**config.mk**
```make
export PLATFORM = sky130hd
export DESIGN_NAME = sgcr_top
export DESIGN_NICKNAME = d
export VERILOG_FILES = /design/src/rtl/sgcr_pkg.sv /design/src/rtl/sgcr_top.sv
export SDC_FILE = /design/constraint.sdc
export NUM_CORES = 1
export LEC_CHECK = 0
export ABC_AREA = 1
export BUFFER_PORTS_ARGS = -buffer_cell sky130_fd_sc_hd__buf_2
export CORE_UTILIZATION = 35
export CTS_BUF_LIST = sky130_fd_sc_hd__clkbuf_8
export DETAILED_ROUTE_END_ITERATION = 12
export MAX_ROUTING_LAYER = met4
export PLACE_DENSITY = 0.59
export SYNTH_ARGS = -nofsm -noshare
export SYNTH_HDL_FRONTEND = slang
export SYNTH_SLANG_ARGS = --single-unit
```
**constraint.sdc**
```tcl
create_clock -name clock -period 2.29 [get_ports clock]
set_clock_uncertainty 0.1 [all_clocks]
set_input_delay 0.458 -clock clock [delete_from_list [all_inputs] [get_ports clock]]
set_output_delay 0.458 -clock clock [all_outputs]
set_load 0.1 [all_outputs]
```
**src/rtl/sgcr_pkg.sv**
```systemverilog
// sgcr_pkg: constants and carrier types of the global control register bank
package sgcr_pkg;

    // ****************************************************************
    // register map and field positions
    // ****************************************************************
    localparam logic [7:0] ADDR_FAMILY   = 8'h00;
    localparam logic [7:0] ADDR_PART_RUN = 8'h01;
    localparam logic [7:0] ADDR_GCTL0    = 8'h02;
    localparam logic [7:0] ADDR_GCTL1    = 8'h03;

    localparam int BIT_RUN       = 0;
    localparam int BIT_BACKOFF   = 7;
    localparam int BIT_SOFT_RST  = 6;
    localparam int BIT_FLUSH_DYN = 5;
    localparam int BIT_FLUSH_STA = 4;
    localparam int BIT_INTEROP   = 1;
    localparam int BIT_LINK_AGE  = 0;

    // reset values and read-only reserved patterns
    localparam logic       RST_RUN       = 1'b1;
    localparam logic [7:0] GCTL0_RSV_ONE = 8'h0C;
    localparam logic [7:0] GCTL1_VALUE   = 8'h00;
    localparam logic [7:0] READ_UNMAPPED = 8'h00;

    // identification values, arbitrary neutral codes
    localparam logic [7:0] FAMILY_IDENTIFIER_VAL = 8'h5A;
    localparam logic [3:0] PART_ID_VAL   = 4'h3;
    localparam logic [2:0] REVISION_VAL  = 3'h1;

    // ****************************************************************
    // serial port commands and framing
    // ****************************************************************
    localparam logic [7:0] CMD_WRITE   = 8'h02;
    localparam logic [7:0] CMD_READ    = 8'h03;
    localparam logic [2:0] BYTE_LAST   = 3'h7;

    // ****************************************************************
    // frame filter constants
    // ****************************************************************
    localparam logic [15:0] ETYPE_MAC_CTRL = 16'h8808;
    localparam logic [47:0] DA_PAUSE       = 48'h0180C2000001;
    localparam int          DA_GROUP_BIT   = 40;
    localparam int          NUM_PORTS      = 5;

    // ****************************************************************
    // timing
    // ****************************************************************
    localparam longint CLK_HZ         = 10000000;
    localparam longint FAST_AGE_US    = 800;
    localparam longint AGE_NORMAL_S   = 300;
    // 7999 cycles, one short of 800 us; with the >= compare fast aging still lasts the full 800 us
    localparam longint FAST_AGE_CYC   = FAST_AGE_US * CLK_HZ / 1000000 - 1;
    localparam longint AGE_NORMAL_CYC = AGE_NORMAL_S * CLK_HZ;

    // ****************************************************************
    // types
    // ****************************************************************
    typedef enum logic [1:0] {
        SGCR_IDLE = 2'b00,
        SGCR_CMD  = 2'b01,
        SGCR_ADDR = 2'b11,
        SGCR_DATA = 2'b10
    } sgcr_spi_state_type;

    typedef struct packed {
        logic        valid;
        logic [47:0] da;
        logic [15:0] ethertype;
        logic        is_flow_ctrl;
    } sgcr_frame_hdr_type;

    typedef struct packed {
        logic                 valid;
        logic [NUM_PORTS-1:0] fwd_ports;
        logic [47:0]          mac;
    } sgcr_static_entry_type;

    typedef struct packed {
        logic       valid;
        logic [2:0] port;
    } sgcr_dyn_entry_type;

endpackage

```
**src/rtl/sgcr_top.sv**
```systemverilog
// sgcr_top: global identification and control registers behind the spi port
`timescale 1ns/1ps
module sgcr_top #(
    parameter logic [31:0] FAST_AGE_CYC   = 32'(sgcr_pkg::FAST_AGE_CYC),
    parameter logic [31:0] AGE_NORMAL_CYC = 32'(sgcr_pkg::AGE_NORMAL_CYC)
) (
    input  wire logic                            clock,
    input  wire logic                            resetn,
    input  wire logic                            spi_sclk,
    input  wire logic                            spi_cs_n,
    input  wire logic                            spi_mosi,
    output logic                                 spi_miso,
    output logic                                 spi_miso_oe,
    input  wire sgcr_pkg::sgcr_frame_hdr_type    frame_hdr,
    output logic                                 frame_drop,
    output logic                                 frame_drop_valid,
    input  wire logic [sgcr_pkg::NUM_PORTS-1:0]  link_up,
    input  wire logic [sgcr_pkg::NUM_PORTS-1:0]  learn_disable,
    input  wire sgcr_pkg::sgcr_static_entry_type static_entry,
    input  wire sgcr_pkg::sgcr_dyn_entry_type    dyn_entry,
    input  wire logic                            flush_dyn_done,
    input  wire logic                            flush_sta_done,
    output logic                                 static_entry_remove,
    output logic                                 dyn_entry_remove,
    output logic                                 flush_dyn_start,
    output logic                                 flush_sta_start,
    output logic                                 switch_run,
    output logic                                 datapath_reset,
    output logic                                 rx_accept,
    output logic                                 backoff_alt,
    output logic                                 fast_age,
    output logic                                 age_tick
);

    // ****************************************************************
    // serial port: synchronisers and edge detection
    // ****************************************************************
    logic [2:0] sclk_sync_r;
    logic [1:0] cs_sync_r;
    logic [1:0] mosi_sync_r;

    // two flops per pin, a third sclk stage for edges
    always_ff @(posedge clock or negedge resetn)
    begin
        if (!resetn)
        begin
            sclk_sync_r <= 3'h0;
            cs_sync_r   <= 2'h3;
            mosi_sync_r <= 2'h0;
        end
        else
        begin
            sclk_sync_r <= {sclk_sync_r[1:0], spi_sclk};
            cs_sync_r   <= {cs_sync_r[0], spi_cs_n};
            mosi_sync_r <= {mosi_sync_r[0], spi_mosi};
        end
    end

    wire sclk_rise = sclk_sync_r[1] & ~sclk_sync_r[2];
    wire sclk_fall = ~sclk_sync_r[1] & sclk_sync_r[2];
    wire selected  = ~cs_sync_r[1];
    wire mosi_bit  = mosi_sync_r[1];

    // ****************************************************************
    // serial port: command, address and data framing
    // ****************************************************************
    sgcr_pkg::sgcr_spi_state_type state_r, state_nxt;
    logic [2:0] bit_cnt_r;
    logic [7:0] rx_sh_r;
    logic [7:0] cmd_r;
    logic [7:0] addr_r;
    logic [7:0] tx_sh_r;
    logic [7:0] read_data;

    wire [7:0] rx_byte   = {rx_sh_r[6:0], mosi_bit};
    wire       byte_done = sclk_rise && (bit_cnt_r == sgcr_pkg::BYTE_LAST);
    wire       wr_en     = byte_done && (state_r == sgcr_pkg::SGCR_DATA)
                           && (cmd_r == sgcr_pkg::CMD_WRITE);
    wire [7:0] wr_data   = rx_byte;

    // next byte phase
    always_comb
    begin
        state_nxt = state_r;
        case (state_r)
            sgcr_pkg::SGCR_IDLE: state_nxt = sgcr_pkg::SGCR_CMD;
            sgcr_pkg::SGCR_CMD:  state_nxt = sgcr_pkg::SGCR_ADDR;
            sgcr_pkg::SGCR_ADDR: state_nxt = sgcr_pkg::SGCR_DATA;
            sgcr_pkg::SGCR_DATA: state_nxt = sgcr_pkg::SGCR_DATA;
            default:             state_nxt = sgcr_pkg::SGCR_IDLE;
        endcase
    end

    // framing state, returns to idle whenever chip select drops
    always_ff @(posedge clock or negedge resetn)
    begin
        if (!resetn)
        begin
            state_r   <= sgcr_pkg::SGCR_IDLE;
            bit_cnt_r <= 3'h0;
            rx_sh_r   <= 8'h00;
        end
        else if (!selected)
        begin
            state_r   <= sgcr_pkg::SGCR_IDLE;
            bit_cnt_r <= 3'h0;
        end
        else
        begin
            if (state_r == sgcr_pkg::SGCR_IDLE)
                state_r <= sgcr_pkg::SGCR_CMD;
            else if (byte_done)
                state_r <= state_nxt;
            if (sclk_rise)
            begin
                bit_cnt_r <= bit_cnt_r + 3'h1;
                rx_sh_r   <= rx_byte;
            end
        end
    end

    // capture command and address bytes
    always_ff @(posedge clock or negedge resetn)
    begin
        if (!resetn)
        begin
            cmd_r  <= 8'h00;
            addr_r <= 8'h00;
        end
        else if (byte_done && state_r == sgcr_pkg::SGCR_CMD)
            cmd_r <= rx_byte;
        else if (byte_done && state_r == sgcr_pkg::SGCR_ADDR)
            addr_r <= rx_byte;
    end

    // read data shifts out msb first on falling clock edges
    always_ff @(posedge clock or negedge resetn)
    begin
        if (!resetn)
        begin
            tx_sh_r     <= 8'h00;
            spi_miso    <= 1'b0;
            spi_miso_oe <= 1'b0;
        end
        else
        begin
            spi_miso_oe <= selected && (state_r == sgcr_pkg::SGCR_DATA)
                           && (cmd_r == sgcr_pkg::CMD_READ);
            if (byte_done && state_r == sgcr_pkg::SGCR_ADDR)
                tx_sh_r <= read_data;
            else if (sclk_fall && state_r == sgcr_pkg::SGCR_DATA)
            begin
                spi_miso <= tx_sh_r[7];
                tx_sh_r  <= {tx_sh_r[6:0], 1'b0};
            end
        end
    end

    // ****************************************************************
    // control registers
    // ****************************************************************
    logic run_r, backoff_r, soft_rst_r, flush_dyn_r, flush_sta_r;
    logic interop_r, link_age_r;

    wire wr_part = wr_en && (addr_r == sgcr_pkg::ADDR_PART_RUN);
    wire wr_gc0  = wr_en && (addr_r == sgcr_pkg::ADDR_GCTL0);
    wire set_dyn = wr_gc0 && wr_data[sgcr_pkg::BIT_FLUSH_DYN];
    wire set_sta = wr_gc0 && wr_data[sgcr_pkg::BIT_FLUSH_STA];

    // writable bits; configuration ignores the soft reset
    always_ff @(posedge clock or negedge resetn)
    begin
        if (!resetn)
        begin
            run_r      <= sgcr_pkg::RST_RUN;
            backoff_r  <= 1'b0;
            soft_rst_r <= 1'b0;
            interop_r  <= 1'b0;
            link_age_r <= 1'b0;
        end
        else
        begin
            if (wr_part)
                run_r <= wr_data[sgcr_pkg::BIT_RUN];
            if (wr_gc0)
            begin
                backoff_r  <= wr_data[sgcr_pkg::BIT_BACKOFF];
                soft_rst_r <= wr_data[sgcr_pkg::BIT_SOFT_RST];
                interop_r  <= wr_data[sgcr_pkg::BIT_INTEROP];
                link_age_r <= wr_data[sgcr_pkg::BIT_LINK_AGE];
            end
        end
    end

    // self-clearing flush bits, a new write wins over completion
    always_ff @(posedge clock or negedge resetn)
    begin
        if (!resetn)
        begin
            flush_dyn_r     <= 1'b0;
            flush_sta_r     <= 1'b0;
            flush_dyn_start <= 1'b0;
            flush_sta_start <= 1'b0;
        end
        else
        begin
            flush_dyn_start <= set_dyn && !flush_dyn_r;
            flush_sta_start <= set_sta && !flush_sta_r;
            if (set_dyn)
                flush_dyn_r <= 1'b1;
            else if (flush_dyn_done)
                flush_dyn_r <= 1'b0;
            if (set_sta)
                flush_sta_r <= 1'b1;
            else if (flush_sta_done)
                flush_sta_r <= 1'b0;
        end
    end

    // read multiplexer with fixed identification and reserved bits;
    // keyed by the address byte as it completes, since addr_r lags a clock
    wire [7:0] rd_part = {sgcr_pkg::PART_ID_VAL, sgcr_pkg::REVISION_VAL,
                          run_r};
    wire [7:0] rd_gc0  = {backoff_r, soft_rst_r, flush_dyn_r, flush_sta_r,
                          2'b00, interop_r, link_age_r}
                         | sgcr_pkg::GCTL0_RSV_ONE;
    assign read_data =
        (rx_byte == sgcr_pkg::ADDR_FAMILY)   ? sgcr_pkg::FAMILY_IDENTIFIER_VAL :
        (rx_byte == sgcr_pkg::ADDR_PART_RUN) ? rd_part :
        (rx_byte == sgcr_pkg::ADDR_GCTL0)    ? rd_gc0 :
        (rx_byte == sgcr_pkg::ADDR_GCTL1)    ? sgcr_pkg::GCTL1_VALUE :
                                               sgcr_pkg::READ_UNMAPPED;

    // ****************************************************************
    // frame filter and flush qualification
    // ****************************************************************
    wire [sgcr_pkg::NUM_PORTS-1:0] fwd = static_entry.fwd_ports;
    wire single_port = (fwd != '0)
                       && ((fwd & (fwd - sgcr_pkg::NUM_PORTS'(1))) == '0);
    wire sta_match = static_entry.valid && flush_sta_r && single_port
                     && !static_entry.mac[sgcr_pkg::DA_GROUP_BIT]
                     && ((fwd & learn_disable) != '0);
    wire dyn_match = dyn_entry.valid && flush_dyn_r
                     && (dyn_entry.port < 3'(sgcr_pkg::NUM_PORTS))
                     && learn_disable[dyn_entry.port];
    wire drop_interop = (frame_hdr.ethertype == sgcr_pkg::ETYPE_MAC_CTRL)
                        || (frame_hdr.da == sgcr_pkg::DA_PAUSE);
    wire drop_sel = interop_r ? drop_interop
                              : frame_hdr.is_flow_ctrl;

    // registered filter and removal decisions; soft reset clears all but frame_drop
    always_ff @(posedge clock or negedge resetn)
    begin
        if (!resetn)
        begin
            frame_drop          <= 1'b0;
            frame_drop_valid    <= 1'b0;
            static_entry_remove <= 1'b0;
            dyn_entry_remove    <= 1'b0;
        end
        else
        begin
            frame_drop_valid    <= frame_hdr.valid && !soft_rst_r;
            frame_drop          <= frame_hdr.valid && drop_sel;
            static_entry_remove <= sta_match && !soft_rst_r;
            dyn_entry_remove    <= dyn_match && !soft_rst_r;
        end
    end

    // ****************************************************************
    // aging timers and global run state
    // ****************************************************************
    logic [sgcr_pkg::NUM_PORTS-1:0] link_prev_r;
    logic [31:0]                    age_cnt_r;

    wire link_lost  = link_age_r && ((link_prev_r & ~link_up) != '0);
    wire age_expire = fast_age ? (age_cnt_r >= FAST_AGE_CYC)
                               : (age_cnt_r >= AGE_NORMAL_CYC - 32'h1);

    // one fast cycle ages out every entry, then the normal period resumes
    always_ff @(posedge clock or negedge resetn)
    begin
        if (!resetn)
        begin
            link_prev_r <= '0;
            age_cnt_r   <= 32'h0;
            fast_age    <= 1'b0;
            age_tick    <= 1'b0;
        end
        else if (soft_rst_r)
        begin
            link_prev_r <= '0;
            age_cnt_r   <= 32'h0;
            fast_age    <= 1'b0;
            age_tick    <= 1'b0;
        end
        else
        begin
            link_prev_r <= link_up;
            age_tick    <= age_expire;
            if (link_lost)
            begin
                fast_age  <= 1'b1;
                age_cnt_r <= 32'h0;
            end
            else if (age_expire)
            begin
                fast_age  <= 1'b0;
                age_cnt_r <= 32'h0;
            end
            else
                age_cnt_r <= age_cnt_r + 32'h1;
        end
    end

    // run, back-off choice and datapath reset outputs
    always_ff @(posedge clock or negedge resetn)
    begin
        if (!resetn)
        begin
            switch_run     <= 1'b0;
            datapath_reset <= 1'b0;
            rx_accept      <= 1'b0;
            backoff_alt    <= 1'b0;
        end
        else
        begin
            switch_run     <= run_r && !soft_rst_r;
            datapath_reset <= soft_rst_r;
            rx_accept      <= run_r && !soft_rst_r;
            backoff_alt    <= backoff_r;
        end
    end

endmodule

```
==> impl_metrics.csv <==
group,metric,value,unit
yosys,yosysSeqAreaShare,49.90,%
timing,fin_tns_setup,0,ns
min_path,hold_class,"input pin to flip-flop",
floorplanning,dieArea,14830,um^2
clock_tree,cts_buffers,9,
global_routing,grt.total_usage,17.82,%
clock_tree,clk_pin_slew,0.09,ns
floorplanning,die_x,121.8,um
timing,layout_setup_ws,0.3382,ns
timing,drv_slew,0,
layout,synthToLayoutAreaGrowth,18.01,%
global_routing,grt_first_pass_wirelength,20100,um
power_and_ir_drop,switching_share,26.14,%
critical_path,r2r_start,"bit_cnt_r[0]",
global_routing,grt_pass1_vias,4312,
critical_path,cp.depth,9,
yosys,synthXorXnorAreaFrac,4.360,%
clock_tree,cts.sinks,100,
layout,fin_nets,886,
yosys,yosys-top-cells-count,"128 x nand2_1, 113 x nor2_1, 97 x dfrtp_1",
placement,place_ws,0.3449,ns
drt,drt_first_pass_iters,4,
clock_tree,clkLatencyLatePin,0.38,ns
global_routing,grt_max_degree,52,
yosys,synth.most_common_cell,"nand2_1",
yosys,synth_top_cell_area_share,48.33,%
power_and_ir_drop,p_sw,817.5,uW
yosys,syn_inst,630,
power_and_ir_drop,cellLeakagePower,2.841,nW
clock_tree,cts_max_level,3,
placement,gp_congestion,0.8928,
clock_tree,cts_max_path_buffers,2,
yosys,synth_compound_area_share,7.798,%
critical_path,setup.worst_path.start_class,"flip-flop",
outcome,status,"finished clean",
critical_path,rr_worst_depth,9,
critical_path,critPathKind,"flip-flop to flip-flop",
critical_path,worstPathMaxFanout,8,
timing,min_period_over_period,85.23,%
layout,final_cells,927,
yosys,syn_avg_cell_area,7.972,um^2
floorplanning,ioPinCount,155,
yosys,yosys.area.top_type,"dfrtp_1",
yosys,syn_area,5022,um^2
timing,worst_pin_slew,0.5801,ns
yosys,synth-edff-count,0,
critical_path,rr_endpoint,"tx_sh_r[7]",
placement,dp_hpwl,9149,um
critical_path,path_buf_inv,1,
clock_tree,cts_hold_buf,1,
power_and_ir_drop,p_int,2.310,mW
drt,vias_per_cell,4.697,
min_path,min_from,"spi_cs_n",
yosys,synth_top_flop_cell,"dfrtp_1",
yosys,syn_nets,774,
drt,drt-total-wl,11830,um
critical_path,required,2.49,ns
yosys,synth_top_family_by_area,"simple AND/OR/NAND/NOR gates",
floorplanning,dieHeight,121.8,um
floorplanning,rows,43,
layout,antenna-diode-count,0,
drt,vias,4354,
clock_tree,ctsResizeCount,0,
placement,portBuffers,107,
critical_path,worstPathCellList,"ha_1 -> ha_1 -> nand3_1 -> nor2_1 -> nand2_1 -> inv_2 -> o21ai_0 -> nand2_1 -> o21ai_0",
power_and_ir_drop,p_total,3.127,mW
floorplanning,start_util,36.04,%
clock_tree,cts-root-buf,"clkbuf_8",
global_routing,gr-total-overflow,0,
power_and_ir_drop,combPwrFrac,9.5,%
yosys,yosys.area_share.simple,29.37,%
critical_path,end_kind,"flip-flop",
power_and_ir_drop,p_per_area,527.7,nW/um^2
min_path,holdPathEnd,"cs_sync_r[0]",
yosys,synthMuxAreaShare,0.1993,%
critical_path,rrSetupSlack,0.34,ns
yosys,yosysWarnings,0,
critical_path,max_stage_delay,0.41,ns
timing,relSlewSlack,61.22,%
timing,rsz0062_at_grt,"no",
clock_tree,cts_tree,"done",
timing,hold_viol,0,
yosys,synth_cell_types,38,
global_routing,grt_antenna_before_repair,0,
layout,nFillCells,1402,
power_and_ir_drop,seqPwrFrac,58.9,%
power_and_ir_drop,power.share.clock,31.7,%
clock_tree,postCtsSetupBuffers,0,
placement,dpl.cell_count,910,
layout,drive_gt1_share,19.41,%
power_and_ir_drop,vdd_drop_max,387.5,uV
yosys,ys_async_sr_fraction,100.0,%
floorplanning,fp.coreArea,13930,um^2
yosys,synthAdderAreaFrac,0.7474,%
yosys,ys_top_cells_by_area,"dfrtp_1 48%, nand2_1 9.6%, nor2_1 8.4%, inv_1 6.1%, o21ai_0 3.9%",
drt,drc,0,
drt,drtAntennaViolNets,0,
critical_path,crit_slowest_cell,"dfrtp_1",
timing,min_period,1.952,ns
critical_path,cpLargestDelayFamily,"simple AND/OR/NAND/NOR gates",
min_path,hold_depth,1,
timing,fmax,512.3,MHz
job,drv_cap,0,
drt,initialDrtViolationCount,315,
timing,setup_viol,0,
yosys,ys_ff_latch,100,
critical_path,cp.arrival,2.15,ns
drt,wl_per_cell,12.76,um
worst reg2reg max path: stages, from the launching register on:
cell and delay, ns:
dfrtp_1 0.41, ha_1 0.21, ha_1 0.17, nand3_1 0.15
nor2_1 0.08, nand2_1 0.22, inv_2 0.12, o21ai_0 0.26
nand2_1 0.09, o21ai_0 0.09
power groups by stage:
stage	Sequential [mW]	Clock, mW	Combinational, mW
after floorplan	1.88	0	0.125
after global placement	1.88	0	0.290
after detailed placement	1.88	0	0.299
after CTS	1.84	1.04	0.303
after global routing	1.85	1.11	0.343
final	1.84	0.990	0.296
layer usage:
layer	global-route usage, %	share of wire, %	vias to the layer above
li1	-	-	2232
met1	21.91	45	2034
met2	28.99	49	68
met3	4.541	3.8	20
met4	4.784	2.0	0
met5	-	0	-
cells in the final DEF, fill, tap and decap left out, drive strengths merged, types with 2 or more instances in the layout:
master	instances
o22ai	2
nand2	133
xor2	20
nand3	31
xnor2	5
nor2	122
clkbuf	9
nand3b	4
o21ai	46
inv	89
nand4	16
o211ai	4
a31oi	3
a21oi	10
ha	3
nor3	20
buf	110
dfrtp	97
dfstp	3
nor4	8
registers in the layout, summed over array words and instances (netlist names), 2 cells and up:
name / cells
bit_cnt_r: 3
tx_sh_r: 8
link_prev_r: 5
sclk_sync_r: 3
addr_r: 8
mosi_sync_r: 2
state_r: 2
rx_sh_r: 7
cmd_r: 8
cs_sync_r: 2
age_cnt_r: 32
per-stage QoR:
step	utilization (%)	cell area, um^2	hold WS, ns
6_report	42.53	5927	0.07058
5_1_grt	42.53	5927	0.04724
4_1_cts	42.53	5927	0.05036
3_5_place_dp	41.29	5753	0.2347
3_3_place_gp	41.29	5753	0.2351
2_1_floorplan	-	5022	0.06241
layout make-up:
cell class	count	area, um^2	area share [%]
flip-flops and latches	100	2506	42.28
multi-input cells	436	2133	35.99
repair buffers	111	583.1	9.837
inverters	84	315.3	5.320
well taps	180	225.2	3.800
clock buffers	9	123.9	2.090
clock inverters	7	40.04	0.6755
cells by family (layout without fill, tap and decap cells):
logic type / count (synthesis) / after routing
AO/OA/AOI/OAI: 71 / 71
XOR/XNOR: 25 / 25
adder cells (fa/ha/maj): 3 / 3
buffers and inverters: 94 / 211
flip-flops: 100 / 100
multiplexers: 1 / 1
AND/OR/NAND/NOR: 336 / 336
how the worst max path moves through the flow:
stage,from,end,slack [ns]
final,bit_cnt_r[0],tx_sh_r[7],0.34
after global routing,age_cnt_r[0],age_cnt_r[30],0.19
after CTS,age_cnt_r[0],age_cnt_r[29],0.32
after detailed placement,age_cnt_r[0],age_cnt_r[19],0.34
after global placement,age_cnt_r[0],age_cnt_r[23],0.38
after floorplan,fast_age,age_cnt_r[23],0.37
Power figures use the tool's default switching activity.
